**config.mk**
```make
export PLATFORM = sky130hd
export DESIGN_NAME = pcc_dev_flat
export DESIGN_NICKNAME = d
export VERILOG_FILES = /design/src/verilog/pcc_pkg.sv /design/src/verilog/pcc_if.sv /design/src/verilog/pcc_dev.sv /design/src/flat_wrapper.sv
export SDC_FILE = /design/constraint.sdc
export NUM_CORES = 1
export LEC_CHECK = 0
export BUFFER_PORTS_ARGS = -buffer_cell sky130_fd_sc_hd__buf_2
export CORE_MARGIN = 1.5
export CORE_UTILIZATION = 50
export CTS_BUF_LIST = sky130_fd_sc_hd__clkbuf_4
export CTS_CLUSTER_DIAMETER = 50
export DETAILED_ROUTE_END_ITERATION = 12
export PLACE_DENSITY = 0.72
export RECOVER_POWER = 100
export REMOVE_ABC_BUFFERS = 1
export SYNTH_ARGS = -nofsm -noshare
export SYNTH_HDL_FRONTEND = slang
export SYNTH_SLANG_ARGS = --single-unit
```
**constraint.sdc**
```tcl
create_clock -name reconf_ref_clock -period 1.8 [get_ports reconf_ref_clock]
set_input_delay 0.18 -clock reconf_ref_clock [delete_from_list [all_inputs] [get_ports reconf_ref_clock]]
set_output_delay 0.18 -clock reconf_ref_clock [all_outputs]
set_load 0.01 [all_outputs]
```
**src/verilog/pcc_pkg.sv**
```systemverilog
// Package of constants shared by the PLL configuration port ends.
`default_nettype none
package pcc_pkg;
  // Port widths and output count.
  localparam int ADDR_W = 7;
  localparam int DATA_W = 16;
  localparam int NUM_OUT = 4;
  // Configuration word addresses.
  localparam logic [6:0] A_OUT_DIV0   = 7'h00;
  localparam logic [6:0] A_OUT_PHASE0 = 7'h04;
  localparam logic [6:0] A_OUT_DUTY0  = 7'h08;
  localparam logic [6:0] A_FB_MULT    = 7'h0c;
  localparam logic [6:0] A_FB_FRACT   = 7'h0d;
  localparam logic [6:0] A_PREDIV     = 7'h0e;
  localparam logic [6:0] A_INTERP     = 7'h0f;
  localparam logic [6:0] A_DESKEW     = 7'h10;
  localparam logic [6:0] A_MISC       = 7'h11;
  // Field limits and reset values.
  localparam logic [15:0] OUT_DIV_MIN = 16'h0002;
  localparam logic [15:0] OUT_DIV_MAX = 16'h01ff;
  localparam logic [15:0] OUT_DIV_RST = 16'h0002;
  localparam logic [15:0] PHASE_MAX   = 16'h0168;
  localparam logic [15:0] PHASE_MIN   = 16'hfe98;
  localparam logic [15:0] PHASE_RST   = 16'h0000;
  localparam logic [15:0] DUTY_MIN    = 16'h0001;
  localparam logic [15:0] DUTY_MAX    = 16'h03e7;
  localparam logic [15:0] DUTY_RST    = 16'h01f4;
  localparam logic [15:0] MULT_MIN    = 16'h000a;
  localparam logic [15:0] MULT_MAX    = 16'h0190;
  localparam logic [15:0] MULT_RST    = 16'h002a;
  localparam logic [15:0] FRACT_MAX   = 16'h003f;
  localparam logic [15:0] PREDIV_MIN  = 16'h0001;
  localparam logic [15:0] PREDIV_MAX  = 16'h007b;
  localparam logic [15:0] PREDIV_RST  = 16'h0001;
  localparam logic [1:0]  SRC_NONE    = 2'h0;
  localparam logic [1:0]  SRC_DESKEW  = 2'h1;
  localparam logic [1:0]  SRC_PHASE   = 2'h2;
  localparam logic [1:0]  SRC_BAD     = 2'h3;
  localparam logic [5:0]  DLY_MAX     = 6'h3f;
  // Deskew word bit positions.
  localparam int DSK_PATH_BIT = 6;
  localparam int DSK_EN_BIT   = 7;
  // Misc word bit positions.
  localparam int MISC_NEGATIVE_HOLD_MODE_BIT = 0;
  localparam int MISC_LWAIT_BIT = 1;
  // Phase step countdown load; done follows enable by four cycles.
  localparam logic [1:0]  STEP_LAT    = 2'h2;
endpackage : pcc_pkg
`default_nettype wire

```
**src/verilog/pcc_if.sv**
```systemverilog
// Interface joining the fabric end and the PLL configuration end.
`timescale 1ns/10ps
`default_nettype none
interface pcc_if;
  logic        reconf_write_strobe;
  logic        reconf_port_enable;
  logic [6:0]  reconf_addr;
  logic [15:0] reconf_write_data;
  logic [15:0] reconf_read_data;
  logic        reconf_ready;
  logic        phase_step_enable;
  logic        phase_step_direction;
  logic        phase_step_done;
  // PLL end.
  modport dev (input reconf_write_strobe, reconf_port_enable, reconf_addr,
               reconf_write_data, phase_step_enable, phase_step_direction,
               output reconf_read_data, reconf_ready, phase_step_done);
  // Fabric end.
  modport fab (output reconf_write_strobe, reconf_port_enable, reconf_addr,
               reconf_write_data, phase_step_enable, phase_step_direction,
               input reconf_read_data, reconf_ready, phase_step_done);
endinterface : pcc_if
`default_nettype wire

```
**src/verilog/pcc_dev.sv**
```systemverilog
// PLL configuration end: reconfiguration store, phase stepping, startup.
//
// Functional notes
// - Enabled write stores data at address.
// - Unused write strobe held low by fabric.
// - Every access qualified by port enable.
// - Port runs on reconfiguration reference clock.
// - All signals active high except rst_b.
// - Output dividers 2 to 511, default 2.
// - Output phase -360 to 360, default 0.
// - Duty 0.001 to 0.999, default 0.500.
// - Feedback multiplier 10 to 400, default 42.
// - Fraction 0..63 sixty-fourths, default zero.
// - Input predivider 1 to 123, default 1.
// - Interpolator select 00/01/10, 11 invalid.
// - Deskew delay 0 to 63, default 0.
// - Delay path true feedback, false primary.
// - Delay active only when enabled.
// - Negative hold needs feedback path, delay enabled.
// - Lock-wait stalls startup until lock.
// - Input period always supplied, up to 100ns.
// - Reference jitter 0 to 0.200 UI.
// - Ready pulse per access, read data.
// - Address and data zero when unused.
`timescale 1ns/10ps
`default_nettype none
module pcc_dev (
  // Clock, reset and freeze.
  input  wire logic        reconf_ref_clock,
  input  wire logic        rst_b,
  input  wire logic        clk_en,
  // Link to the fabric end.
  pcc_if.dev               bus,
  // Analog loop status and startup.
  input  wire logic        pll_locked,
  output logic             startup_stall,
  output logic             cfg_error,
  output logic             phase_step_inc,
  output logic             phase_step_pulse,
  output logic [8:0]       out_div0,
  output logic [8:0]       feedback_multiplier,
  output logic [5:0]       feedback_fraction,
  output logic [6:0]       input_predivider,
  output logic [7:0]       interp_source_sel,
  output logic [5:0]       deskew_delay_eff,
  output logic             deskew_on_feedback,
  output logic             negative_hold_mode
);
  // Whole state of the end in one record.
  typedef struct packed {
    logic [3:0][15:0] div;
    logic [3:0][15:0] phase;
    logic [3:0][15:0] duty;
    logic [15:0]      mult;
    logic [15:0]      fract;
    logic [15:0]      prediv;
    logic [15:0]      interp;
    logic [15:0]      deskew;
    logic [15:0]      misc;
    logic [15:0]      rdata;
    logic             rdy;
    logic             err;
    logic             lk_s1;
    logic             lk_s2;
    logic [1:0]       step_cnt;
    logic             step_busy;
    logic             step_inc;
    logic             step_pulse;
    logic             done;
    logic             stall;
    logic [5:0]       dly_eff;
  } pcc_dev_st_t;

  pcc_dev_st_t st_reg;
  pcc_dev_st_t st_next;
  logic        sel_ok;
  logic        wval_ok;
  logic [1:0]  oi;

  // Decode, range check, stepping and startup logic.
  always_comb begin
    st_next = st_reg;
    sel_ok = 1'b1;
    wval_ok = 1'b1;
    oi = bus.reconf_addr[1:0];
    st_next.rdy = 1'b0;
    st_next.done = 1'b0;
    st_next.step_pulse = 1'b0;
    // Address readback for mapped words; unmapped addresses read zero.
    unique case (bus.reconf_addr[6:2])
      5'h00: st_next.rdata = st_reg.div[oi];
      5'h01: st_next.rdata = st_reg.phase[oi];
      5'h02: st_next.rdata = st_reg.duty[oi];
      5'h03: begin
        unique case (oi)
          2'h0: st_next.rdata = st_reg.mult;
          2'h1: st_next.rdata = st_reg.fract;
          2'h2: st_next.rdata = st_reg.prediv;
          2'h3: st_next.rdata = st_reg.interp;
        endcase
      end
      5'h04: begin
        sel_ok = (oi == 2'h0) || (oi == 2'h1);
        st_next.rdata = (oi == 2'h0) ? st_reg.deskew :
                        (oi == 2'h1) ? st_reg.misc : 16'h0000;
      end
      default: begin
        sel_ok = 1'b0;
        st_next.rdata = 16'h0000;
      end
    endcase
    // Write value checks against the allowed ranges.
    unique case (bus.reconf_addr[6:2])
      5'h00: wval_ok = (bus.reconf_write_data >= pcc_pkg::OUT_DIV_MIN) &&
                       (bus.reconf_write_data <= pcc_pkg::OUT_DIV_MAX);
      5'h01: wval_ok = ($signed(bus.reconf_write_data) <=
                        $signed(pcc_pkg::PHASE_MAX)) &&
                       ($signed(bus.reconf_write_data) >=
                        $signed(pcc_pkg::PHASE_MIN));
      5'h02: wval_ok = (bus.reconf_write_data >= pcc_pkg::DUTY_MIN) &&
                       (bus.reconf_write_data <= pcc_pkg::DUTY_MAX);
      5'h03: begin
        unique case (oi)
          2'h0: wval_ok = (bus.reconf_write_data >= pcc_pkg::MULT_MIN) &&
                          (bus.reconf_write_data <= pcc_pkg::MULT_MAX);
          2'h1: wval_ok = bus.reconf_write_data <= pcc_pkg::FRACT_MAX;
          2'h2: wval_ok = (bus.reconf_write_data >= pcc_pkg::PREDIV_MIN) &&
                         (bus.reconf_write_data <= pcc_pkg::PREDIV_MAX);
          2'h3: wval_ok = (bus.reconf_write_data[1:0] != pcc_pkg::SRC_BAD) &&
                          (bus.reconf_write_data[3:2] != pcc_pkg::SRC_BAD) &&
                          (bus.reconf_write_data[5:4] != pcc_pkg::SRC_BAD) &&
                          (bus.reconf_write_data[7:6] != pcc_pkg::SRC_BAD);
        endcase
      end
      default: wval_ok = 1'b1;
    endcase
    // Enabled access answers with ready; an enabled write with legal address and value stores data.
    if (bus.reconf_port_enable) begin
      st_next.rdy = 1'b1;
      if (bus.reconf_write_strobe) begin
        if (sel_ok && wval_ok) begin
          unique case (bus.reconf_addr[6:2])
            5'h00: st_next.div[oi] = bus.reconf_write_data;
            5'h01: st_next.phase[oi] = bus.reconf_write_data;
            5'h02: st_next.duty[oi] = bus.reconf_write_data;
            5'h03: begin
              unique case (oi)
                2'h0: st_next.mult = bus.reconf_write_data;
                2'h1: st_next.fract = bus.reconf_write_data;
                2'h2: st_next.prediv = bus.reconf_write_data;
                2'h3: st_next.interp = {8'h00, bus.reconf_write_data[7:0]};
              endcase
            end
            default: begin
              if (oi == 2'h0)
                st_next.deskew = {8'h00, bus.reconf_write_data[7:0]};
              else
                st_next.misc = {14'h0000, bus.reconf_write_data[1:0]};
            end
          endcase
          st_next.rdata = bus.reconf_write_data;
        end else begin
          st_next.err = 1'b1;
        end
      end
    end
    // Negative hold mode needs feedback path with delay enabled.
    if (st_next.misc[pcc_pkg::MISC_NEGATIVE_HOLD_MODE_BIT] &&
        !(st_next.deskew[pcc_pkg::DSK_PATH_BIT] &&
          st_next.deskew[pcc_pkg::DSK_EN_BIT])) begin
      st_next.err = 1'b1;
    end
    // Effective delay is registered so the output leaves a flip-flop.
    st_next.dly_eff = st_next.deskew[pcc_pkg::DSK_EN_BIT] ?
                      st_next.deskew[5:0] : 6'h00;
    // One phase step is taken, served, then answered with done.
    if (st_reg.step_busy) begin
      if (st_reg.step_cnt == 2'h0) begin
        st_next.step_busy = 1'b0;
        st_next.done = 1'b1;
      end else begin
        st_next.step_cnt = st_reg.step_cnt - 2'h1;
      end
    end else if (bus.phase_step_enable) begin
      st_next.step_busy = 1'b1;
      st_next.step_cnt = pcc_pkg::STEP_LAT;
      st_next.step_inc = bus.phase_step_direction;
      st_next.step_pulse = 1'b1;
    end
    // Lock synchroniser and startup stall.
    st_next.lk_s1 = pll_locked;
    st_next.lk_s2 = st_reg.lk_s1;
    st_next.stall = st_reg.misc[pcc_pkg::MISC_LWAIT_BIT] &&
                    !st_reg.lk_s2;
  end

  // State register, frozen while clock enable is low.
  always_ff @(posedge reconf_ref_clock or negedge rst_b) begin
    if (!rst_b) begin
      st_reg <= '0;
      for (int i = 0; i < pcc_pkg::NUM_OUT; i++) begin
        st_reg.div[i] <= pcc_pkg::OUT_DIV_RST;
        st_reg.phase[i] <= pcc_pkg::PHASE_RST;
        st_reg.duty[i] <= pcc_pkg::DUTY_RST;
      end
      st_reg.mult <= pcc_pkg::MULT_RST;
      st_reg.prediv <= pcc_pkg::PREDIV_RST;
    end else if (clk_en) begin
      st_reg <= st_next;
    end
  end

  // Outputs straight from state.
  assign bus.reconf_read_data = st_reg.rdata;
  assign bus.reconf_ready = st_reg.rdy;
  assign bus.phase_step_done = st_reg.done;
  assign startup_stall = st_reg.stall;
  assign cfg_error = st_reg.err;
  assign phase_step_inc = st_reg.step_inc;
  assign phase_step_pulse = st_reg.step_pulse;
  assign out_div0 = st_reg.div[0][8:0];
  assign feedback_multiplier = st_reg.mult[8:0];
  assign feedback_fraction = st_reg.fract[5:0];
  assign input_predivider = st_reg.prediv[6:0];
  assign interp_source_sel = st_reg.interp[7:0];
  assign deskew_delay_eff = st_reg.dly_eff;
  assign deskew_on_feedback = st_reg.deskew[pcc_pkg::DSK_PATH_BIT];
  assign negative_hold_mode = st_reg.misc[pcc_pkg::MISC_NEGATIVE_HOLD_MODE_BIT];
endmodule : pcc_dev
`default_nettype wire

```
**src/flat_wrapper.sv**
```systemverilog
// flat-port wrapper written by rule: the top's interface ports become plain ports
module pcc_dev_flat 
  (reconf_ref_clock, rst_b, clk_en, pll_locked, startup_stall, cfg_error, phase_step_inc, phase_step_pulse, out_div0, feedback_multiplier, feedback_fraction, input_predivider, interp_source_sel, deskew_delay_eff, deskew_on_feedback, negative_hold_mode, bus_reconf_write_strobe, bus_reconf_port_enable, bus_reconf_addr, bus_reconf_write_data, bus_phase_step_enable, bus_phase_step_direction, bus_reconf_read_data, bus_reconf_ready, bus_phase_step_done);
  pcc_if bus_i ();
  input  wire logic reconf_ref_clock;
  input  wire logic rst_b;
  input  wire logic clk_en;
  input  wire logic pll_locked;
  output logic startup_stall;
  output logic cfg_error;
  output logic phase_step_inc;
  output logic phase_step_pulse;
  output logic [8:0] out_div0;
  output logic [8:0] feedback_multiplier;
  output logic [5:0] feedback_fraction;
  output logic [6:0] input_predivider;
  output logic [7:0] interp_source_sel;
  output logic [5:0] deskew_delay_eff;
  output logic deskew_on_feedback;
  output logic negative_hold_mode;
  input wire logic [$bits(bus_i.reconf_write_strobe)-1:0] bus_reconf_write_strobe;
  input wire logic [$bits(bus_i.reconf_port_enable)-1:0] bus_reconf_port_enable;
  input wire logic [$bits(bus_i.reconf_addr)-1:0] bus_reconf_addr;
  input wire logic [$bits(bus_i.reconf_write_data)-1:0] bus_reconf_write_data;
  input wire logic [$bits(bus_i.phase_step_enable)-1:0] bus_phase_step_enable;
  input wire logic [$bits(bus_i.phase_step_direction)-1:0] bus_phase_step_direction;
  output wire logic [$bits(bus_i.reconf_read_data)-1:0] bus_reconf_read_data;
  output wire logic [$bits(bus_i.reconf_ready)-1:0] bus_reconf_ready;
  output wire logic [$bits(bus_i.phase_step_done)-1:0] bus_phase_step_done;
  assign bus_i.reconf_write_strobe = bus_reconf_write_strobe;
  assign bus_i.reconf_port_enable = bus_reconf_port_enable;
  assign bus_i.reconf_addr = bus_reconf_addr;
  assign bus_i.reconf_write_data = bus_reconf_write_data;
  assign bus_i.phase_step_enable = bus_phase_step_enable;
  assign bus_i.phase_step_direction = bus_phase_step_direction;
  assign bus_reconf_read_data = bus_i.reconf_read_data;
  assign bus_reconf_ready = bus_i.reconf_ready;
  assign bus_phase_step_done = bus_i.phase_step_done;
  pcc_dev u_core (.reconf_ref_clock(reconf_ref_clock), .rst_b(rst_b), .clk_en(clk_en), .bus(bus_i), .pll_locked(pll_locked), .startup_stall(startup_stall), .cfg_error(cfg_error), .phase_step_inc(phase_step_inc), .phase_step_pulse(phase_step_pulse), .out_div0(out_div0), .feedback_multiplier(feedback_multiplier), .feedback_fraction(feedback_fraction), .input_predivider(input_predivider), .interp_source_sel(interp_source_sel), .deskew_delay_eff(deskew_delay_eff), .deskew_on_feedback(deskew_on_feedback), .negative_hold_mode(negative_hold_mode));
endmodule
```
Word level (Yosys, flattened, before mapping):

Index checks and enable logic that the tools add are counted.

* register bits: 291
* input port bits: 31
* output and inout bits: 69
* logic and storage cells: 129

* $add $sub $neg: 1
* magnitude comparators: 12
* eq/ne operators: 13
* multiplexer cells: 35
* bitwise operators: 3
* reduce and logical (&&, ||, !) cells: 34

Operators with widths (number)
* 64-bit bitwise mux: 3
* 16-bit binary-select mux with 2-bit select: 3
* 16-bit two-way mux: 5
* 40-bit two-way mux: 2
* 16-bit one-hot mux with 5 select lines: 1
* 16-bit one-hot mux with 4 select lines: 1
* 42-bit two-way mux: 1
* 16-bit demux with 2-bit select: 1
* 16-bit by 10-bit less-or-equal comparator with 1-bit output, second input constant: 2
* 16-bit by 9-bit less-or-equal comparator with 1-bit output, second input constant: 2
* 6-bit AND reduction: 5
* 24-bit two-way mux: 1
* 16-bit by 1-bit >= comparator with 1-bit output, second input constant: 1
* 16-bit by 10-bit >= comparator with 1-bit output, second input constant: 1
* 16-bit by 2-bit >= comparator with 1-bit output, second input constant: 1
* 16-bit by 4-bit >= comparator with 1-bit output, second input constant: 1
* 16-bit by 6-bit less-or-equal comparator with 1-bit output, second input constant: 1
* 16-bit by 7-bit less-or-equal comparator with 1-bit output, second input constant: 1
* 5-bit AND reduction: 3
* 1-bit logical AND: 13
* 2-bit != test, second input constant: 6
* 5-bit by 2-bit == test with 1-bit output, second input constant: 2
* 8-bit two-way mux: 1
* 1-bit one-hot mux with 4 select lines: 2
* other kinds (22): 38

Logic depth before layout (Yosys ltp):

Gate-level depths: netlist of the first run.

* depth after elaboration: 15
* depth in mapped cells: 11
* depth with buffers taken out: 7

Least setup slack after synthesis of the first run:

OpenSTA, ideal clock, no wires.

* path kind: input-to-reg
* start point: input bus_reconf_write_data[4]
* end point: register u_core.st_reg (netlist bit u_core.interp_source_sel[0])
* library setup time: 0.125 ns
* arrival: 2.706 ns
* data required time: 1.675 ns
* setup slack: -1.031 ns
* stages: 10
* path buffers: 4
* cell sequence: buf_6 > or4_4 > or3_1 > o311a_1 > a211oi_2 > buf_6 > buf_12 > a2111o_1 > buf_4 > mux2_2

* word-level cells in the longest chain between the ends: 7
* elaborated cells on any way between the ends: 22
* those cells by class: order compare (10); eq/ne (1); mux (2); reduce/logical (9)

RTL lines
* start: declaration: RTL line flat_wrapper.sv:24 `input wire logic [$bits(bus_i.reconf_write_data)-1:0] bus_reconf_write_data;`
* parallel branches: the longest is 4 deep, another holds 16-bit by 1-bit >= comparator with 1-bit output
* 1-bit one-hot mux with 4 select lines (*): RTL line pcc_dev.sv:113 `unique case (bus.reconf_addr[6:2])`
* 1-bit logical AND (*): RTL line pcc_dev.sv:141 `if (sel_ok && wval_ok) begin`
* 6-bit AND reduction (no line) (*)
* end signal: assignment: RTL line pcc_dev.sv:209 `st_reg <= st_next;`
* end: declaration: RTL line pcc_dev.sv:74 `pcc_dev_st_t st_reg;`

Mark *: on every way between the ends.
A chain may end at the register's enable or synchronous reset.

Worst setup path in the final report of the first run:

* start point: input bus_reconf_write_data[4]
* end point: register u_core.st_reg[297] in the netlist's numbering

* word-level cells in the longest chain between the ends: 7
* elaborated cells on any way between the ends: 22
* those cells by class: order compare (10); eq/ne (1); mux (2); reduce/logical (9)

RTL lines (RTL line)
* parallel branches: the longest is 4 deep, another holds 16-bit by 1-bit >= comparator with 1-bit output
* 1-bit one-hot mux with 4 select lines (*): pcc_dev.sv:113
* 1-bit logical AND (*): pcc_dev.sv:141
* 5-bit AND reduction (no line) (*)

Marks and branches as above.

==> results.json, run 1 <==
{
  "yosys_warnings": 0,
  "grt_pass1_wl_um": 58700,
  "ys_seq_area_share_pct": 51.2,
  "grt-busiest-layer": "met2",
  "grt_pass1_vias": 10200,
  "r2r_cells": 5,
  "crit_family": "simple AND/OR/NAND/NOR gates",
  "cp.arrival_ps": 2790,
  "crit_cells": 11,
  "cts.sinks": 291,
  "ant_nets": 0,
  "yosys-mux-area-fraction_pct": 24.8,
  "place_congestion": 0.863,
  "critPathBufInv": 5,
  "wl_per_cell_um": 22.5,
  "grtUsageTotal_pct": 26.2,
  "hpwl_um": 25100,
  "wl_um": 38400,
  "hold_slack_ps": 49.5,
  "use_met1_pct": 36.8,
  "grt_max_degree": 72,
  "ctsLongestPathBuffers": 3,
  "period_minus_slack_ps": 2270,
  "drt_first_pass_iters": 5,
  "io_buffers": 99,
  "syn_inst": 1048,
  "vdd_drop_max_mv": 0.625,
  "setup.worst_path.end": "u_core.st_reg[297]$_DFFE_PN0P_",
  "ys_seq_elements": 291,
  "slowest_delay_ps": 560,
  "grt.overflow.total": 0,
  "use_met2_pct": 40.6,
  "synthAdderAreaFrac_pct": 0.0875,
  "fp.coreArea_mm2": 0.0279,
  "leakagePower_nw": 8.15,
  "slew_headroom_pct": -34.9,
  "reg2reg_to": "u_core.bus.reconf_read_data[4]$_DFFE_PN0P_",
  "synth_xor_xnor_area_share_pct": 0,
  "hold_viol": 0,
  "synth-simple-area-share_pct": 7.72,
  "ys.flop_type": "dfrtp_1",
  "worstHoldStart": "bus_reconf_write_data[9]",
  "regToRegStartpoint": "u_core.out_div0[4]$_DFFE_PN0P_",
  "htreeDepth": 3,
  "clkSlewWorstSetupHoldPaths_ps": 60,
  "fin_nets": 1306,
  "cp_max_fo": 5,
  "grt_util_met3_pct": 4.97,
  "required_ps": 2320,
  "outcome": "finished with violations",
  "synth_compound_area_share_pct": 9.52,
  "syn_area_mm2": 0.0143,
  "power_density_mw_per_mm2": 774,
  "rsz0062_at_grt": "true",
  "cts_tree": "built",
  "clockRootBuffer": "clkbuf_4",
  "drc": 0,
  "cap_viol_max_count": 1,
  "clock_latency_ps": 670,
  "syn_avg_cell_area_um2": 13.7,
  "startpoint_type": "input pin",
  "path_class": "input pin to register",
  "min_period_over_period_pct": 126,
  "die_width_um": 172,
  "failed_checks": "max-capacitance violations, max-slew violations, negative setup slack",
  "hold_path_class": "input pin to register",
  "antenna_found_initial": 2,
  "setup-violations-final": 373,
  "synth_edf_count": 0,
  "vias_per_cell": 5.83,
  "num_rows": 61,
  "ys_types": 70,
  "slowest_stage": "or4_4",
  "synth_top_family_by_area": "multiplexers",
  "timing.fmax_ghz": 0.441,
  "end_kind": "register",
  "drive_gt1_share_pct": 49.8,
  "async_reset_ff_share_pct": 100,
  "vias": 9945,
  "area_growth_pct": 24.6,
  "cts_buffers": 75,
  "slew_violations": 69,
  "nFillCells": 2068,
  "timing.final.ws_setup_ps": -466,
  "place_area_mm2": 0.0159,
  "finClkSkew_ps": 37.0,
  "boundaryPins": 100,
  "r2r_setup_slack_ps": -50,
  "drt-initial-drc-count": 853,
  "tightest_slew_ps": 2020,
  "final_area_mm2": 0.0178,
  "start_util_pct": 51.2,
  "setup.worst_path.start": "bus_reconf_write_data[4]",
  "die-area_mm2": 0.0296,
  "largest_reg_flops": 221,
  "die_y_um": 172,
  "crit_chain": "buf_6 > or4_4 > or3_1 > o311a_1 > a211oi_4 > buf_6 > buf_12 > a2111oi_4 > buf_4 > buf_12 > mux2_4"
}
==> worst reg2reg max path, cell delays in order (launching register included) <==
cell,delay (ps)
dfrtp_1,400
mux4_2,500
mux2_2,320
a221o_1,300
nand2_1,70
o221ai_1,100
==> how the worst min path moves through the flow <==
stage | slack, ps | depth (start not counted) | end
final | 50 | 3 | u_core.st_reg[138]$_DFFE_PN0P_
after global routing | 9 | 3 | u_core.st_reg[138]$_DFFE_PN0P_
after CTS | -50 | 3 | u_core.st_reg[186]$_DFFE_PN0P_
after detailed placement | 190 | 1 | u_core.st_reg[270]$_DFFE_PN0P_
after global placement | 190 | 1 | u_core.st_reg[270]$_DFFE_PN0P_
after floorplan | -120 | 0 | u_core.bus.phase_step_done$_DFFE_PN0P_
==> synth_stat cells (all sizes together), types with 12 or more instances <==
master / instances / area share [%]
nand3: 23 / 0.80
nor2: 16 / 0.42
a221o: 13 / 0.91
a22oi: 19 / 1.0
nor2b: 78 / 3.4
a2111oi: 16 / 2.9
dfstp: 32 / 5.9
clkbuf: 56 / 1.5
mux2: 191 / 16
dfrtp: 259 / 45
buf: 96 / 4.9
o21ai: 20 / 0.73
nand2: 44 / 1.2
mux4: 54 / 8.5
a21oi: 13 / 0.45
a211oi: 12 / 0.70
==> kinds of logic (layout without fill, tap and decap cells) <==
group	count (synthesis)	in the layout
adder cells (fa/ha/maj)	1	1
multiplexers	256	256
AO/OA/AOI/OAI	140	140
buffers and inverters	162	442
AND/OR/NAND/NOR	198	198
flip-flops	291	291
other	0	1
==> metal layers <==
| metal | routed length, um | vias to the layer above |
|---|---|---|
| met5 | 13 | - |
| met4 | 909 | 2 |
| met3 | 2370 | 80 |
| met2 | 18200 | 400 |
| met1 | 16900 | 5173 |
| li1 | - | 4290 |
==> placed cells by master, fill, tap and decap left out, drive strengths merged, types with 3 or more instances in the layout <==
cell type / instances
mux2: 191
buf: 212
or3: 4
dfrtp: 259
o2111ai: 6
a22oi: 19
nand3: 23
mux4: 54
a22o: 4
mux2i: 11
a211o: 3
dlygate4sd3: 14
clkbuf: 192
and2: 5
nand4: 4
a31oi: 7
nor3: 3
nor2: 16
nand2: 44
nor2b: 78
inv: 12
a211oi: 12
a221o: 13
dfstp: 32
a2111oi: 16
or2: 3
a21oi: 13
nor4: 6
o21ai: 20
o221ai: 5
clkinv: 10
==> per-stage QoR <==
stage | power [mW] | setup slack (ps) | setup TNS [ps] | utilization, % | std cells
after CTS | 13.9 | -338 | -68230 | 62.5 | 1691
after global placement | 7.87 | -1140 | -263320 | 57.1 | 1535
after detailed placement | 7.91 | -1190 | -271330 | 57.1 | 1535
after global routing | 14.4 | -473 | -154510 | 63.8 | 1707
after floorplan | 7.17 | -2830 | -715950 | - | 896
final | 13.8 | -466 | -88500 | 63.8 | 1707
==> timing repair <==
action / 4_1_cts / 5_1_grt
cloned: 1 / 2
endpoints found under the setup margin: 265 / 267
hold endpoints to repair: 278 / 2
hold buffers: 12 / 2
setup buffers: 16 / 13
resized for setup: 76 / 83
pin swaps: 5 / 12
==> layout make-up <==
| class | count | area, um2 | share of cell area [%] |
|---|---|---|---|
| antenna | 1 | 2.50 | 0.0140 |
| sequential | 291 | 7320 | 41.1 |
| clock buffer | 117 | 878 | 4.93 |
| multi-input combinational | 595 | 6500 | 36.5 |
| inverter | 10 | 37.5 | 0.211 |
| timing repair buffer | 301 | 2500 | 14.0 |
| tap | 378 | 473 | 2.65 |
| clock inverter | 14 | 105 | 0.590 |
==> report_power, final <==
part | switching (mW) | leakage, nW | internal (mW)
logic | 0.695 | 3.64 | 0.456
registers | 0.0737 | 3.91 | 6.65
clock network | 2.69 | 0.593 | 3.23
total | 3.46 | 8.15 | 10.3
No activity file was read; power rests on OpenSTA's default activity.
==> inputs of run 2 (changes only) <==
--- a/config.mk
+++ b/config.mk
@@ -7,11 +7,11 @@
 export LEC_CHECK = 0
 export BUFFER_PORTS_ARGS = -buffer_cell sky130_fd_sc_hd__buf_2
 export CORE_MARGIN = 1.5
-export CORE_UTILIZATION = 50
+export CORE_UTILIZATION = 30
 export CTS_BUF_LIST = sky130_fd_sc_hd__clkbuf_4
 export CTS_CLUSTER_DIAMETER = 50
 export DETAILED_ROUTE_END_ITERATION = 12
-export PLACE_DENSITY = 0.72
+export PLACE_DENSITY = 0.49
 export RECOVER_POWER = 100
 export REMOVE_ABC_BUFFERS = 1
 export SYNTH_ARGS = -nofsm -noshare
==> run 2 against run 1 <==
  * Flip-flop and latch count stayed put
  * Register-to-register slack about the same
  * Sequential power barely moved
  * Routed wire length increased by 11%
  * Worst setup slack better by 71 ps
  * Clock power is 9.0% higher
  * Clock skew rose by 12 ps
  * Largest cell class unchanged
  * Worst hold slack better by 24 ps
  * Highest routed layer unchanged
  * Count of clock-buffer cells in the layout up 12
  * The flow still finishes with violations (max-capacitance violations, max-slew violations, negative setup slack)
  * Critical path type unchanged
  * Global-route usage down 8.8 points
  * First-iteration DRC count down 33%
  * Die area is 65% higher
==> results.json, run 2 (synthesis results as in run 1) <==
{
  "outcome": "finished with violations",
  "failed_checks": "max-capacitance violations, max-slew violations, negative setup slack",
  "clock_latency_ps": 810,
  "slew_violations": 6,
  "setup-violations-final": 451,
  "netSwitchingFraction_pct": 25.7,
  "worstHoldStart": "bus_reconf_write_data[0]",
  "drc": 0,
  "ant_nets": 0,
  "hold_slack_ps": 74.0,
  "setup.worst_path.start": "bus_reconf_write_data[1]",
  "die_y_um": 221,
  "r2r_cells": 5,
  "startpoint_type": "input pin",
  "vias": 9860,
  "min_period_over_period_pct": 122,
  "wl_per_cell_um": 21.4,
  "p_comb_share_pct": 8.5,
  "place_congestion": 0.800,
  "wl_um": 42600,
  "reg2reg_to": "u_core.bus.reconf_read_data[6]$_DFFE_PN0P_",
  "tightest_slew_ps": 1500,
  "required_ps": 2460,
  "p_int_mw": 10.7,
  "boundaryPins": 100,
  "hold_path_class": "input pin to register",
  "io_buffers": 99,
  "grt_pass1_wl_um": 65400,
  "fp.coreArea_mm2": 0.0468,
  "fin_cells": 1990,
  "clkSlewWorstSetupHoldPaths_ps": 60,
  "slew_headroom_pct": -0.323,
  "drt_first_pass_iters": 5,
  "vias_per_cell": 4.95,
  "power_density_mw_per_mm2": 762,
  "hpwl_um": 27900,
  "htreeDepth": 3,
  "path_class": "input pin to register",
  "whs_path_depth": 3,
  "cap_viol_max_count": 1,
  "layout_common_cells": "259 x dfrtp_1, 157 x mux2_4, 130 x clkbuf_4, 130 x buf_4, 77 x nor2b_1",
  "regToRegStartpoint": "u_core.st_reg[279]$_DFFE_PN0P_",
  "power_frac_seq_pct": 46.7,
  "net-switching-power_mw": 3.70,
  "multi_input_area_mm2": 0.00667,
  "nFillCells": 4451,
  "grt.overflow.total": 0,
  "cts_tree": "built",
  "layout_commonest_cell": "dfrtp_1",
  "cts.sinks": 291,
  "drive_gt1_share_pct": 50.0,
  "final_util_pct": 40.4,
  "r2r_setup_slack_ps": -60,
  "finClkSkew_ps": 49.3,
  "timing.final.ws_setup_ps": -395,
  "cp_max_fo": 5,
  "leakagePower_nw": 8.47,
  "period_minus_slack_ps": 2190,
  "start_util_pct": 30.6,
  "antenna_found_initial": 3,
  "area_growth_pct": 32.0,
  "die_width_um": 221,
  "drt-initial-drc-count": 573,
  "cp.arrival_ps": 2860,
  "num_rows": 79,
  "grt_max_degree": 67,
  "place_area_mm2": 0.0163,
  "place_inst": 1769,
  "seqCellArea_mm2": 0.00732,
  "min_to": "u_core.feedback_multiplier[0]$_DFFE_PN0P_",
  "die-area_mm2": 0.0490,
  "fin_nets": 1345,
  "vdd_drop_max_mv": 0.442,
  "ctsLongestPathBuffers": 3,
  "cts_buffers": 83,
  "final_area_mm2": 0.0189,
  "timing.fmax_ghz": 0.456,
  "clockRootBuffer": "clkbuf_4",
  "largest_reg_flops": 221,
  "grt_pass1_vias": 10600,
  "power_frac_clock_pct": 44.8,
  "rsz0062_at_grt": "true",
  "grtUsageTotal_pct": 17.4,
  "end_kind": "register",
  "hold_viol": 0
}
==> run 2: cell types whose count changed in the layout (fill, tap and decap cells not counted), sizes merged <==
| cell | previous run | this run |
|---|---|---|
| dlygate4sd3 | 14 | 31 |
| clkbuf | 192 | 208 |
| buf | 212 | 222 |
| clkinv | 10 | 17 |
| diode | 1 | 5 |
| clkinvlp | 0 | 2 |
| inv | 12 | 10 |
==> run 2: power groups by stage <==
stage / Combinational [mW] / Sequential [mW] / Clock (mW)
finish: 1.23 / 6.72 / 6.45
global route: 1.33 / 6.72 / 7.06
CTS: 1.25 / 6.71 / 6.67
detailed placement: 1.10 / 6.83 / 0
global placement: 1.09 / 6.83 / 0
floorplan: 0.326 / 6.84 / 0
==> run 2: final cells by class <==
type                    count  area share, %
diodes                      5         0.0663
clock buffers             129           5.13
clock inverters            21          0.775
inverters                  10          0.199
multi-input cells         595           35.3
flip-flops and latches    291           38.8
well taps                 607           4.02
repair buffers            332           15.7
==> run 2: worst max-delay path by stage <==
stage	cells after the start	slack, ps	to
2_1_floorplan	6	-2830	u_core.st_reg[161]$_DFFE_PN0P_
3_3_place_gp	9	-1210	u_core.interp_source_sel[1]$_DFFE_PN0P_
3_5_place_dp	9	-1200	u_core.interp_source_sel[1]$_DFFE_PN0P_
4_1_cts	12	-290	u_core.st_reg[212]$_DFFE_PN0P_
5_1_grt	13	-370	u_core.st_reg[281]$_DFFE_PN0P_
6_report	13	-390	u_core.st_reg[281]$_DFFE_PN0P_
==> run 2: what timing repair did <==
action                                 in CTS  in global routing
cloned                                      3                  7
pin swaps                                  19                 12
resized for setup                         164                 51
setup endpoints to repair                 263                266
setup buffers                              13                 14
endpoints found under the hold margin     393                  0
hold buffers                               32                  0
==> run 2: critical path, stage by stage <==
cell and delay (ps):
buf_12 110, or3_4 400, buf_6 130, a211o_1 290, a311oi_2 230, buf_4 160, a211oi_4 50, buf_6 160
buf_12 130, a2111oi_4 330, buf_4 210, clkbuf_16 170, mux2_4 290
==> run 2: through the flow <==
step           setup WS (ps)  setup TNS, ps  power, mW
6_report                -395         -80760       14.4
5_1_grt                 -367         -90470       15.1
4_1_cts                 -295         -45620       14.6
3_5_place_dp           -1200        -292090       7.93
3_3_place_gp           -1210        -297750       7.92
2_1_floorplan          -2830        -715950       7.17
==> run 2: per-layer routing <==
layer  global-route usage (%)  routed length [um]
met1                     23.6               19600
met2                     26.4               19200
met3                     5.21                2710
met4                     5.94                1040
met5                        0                   8
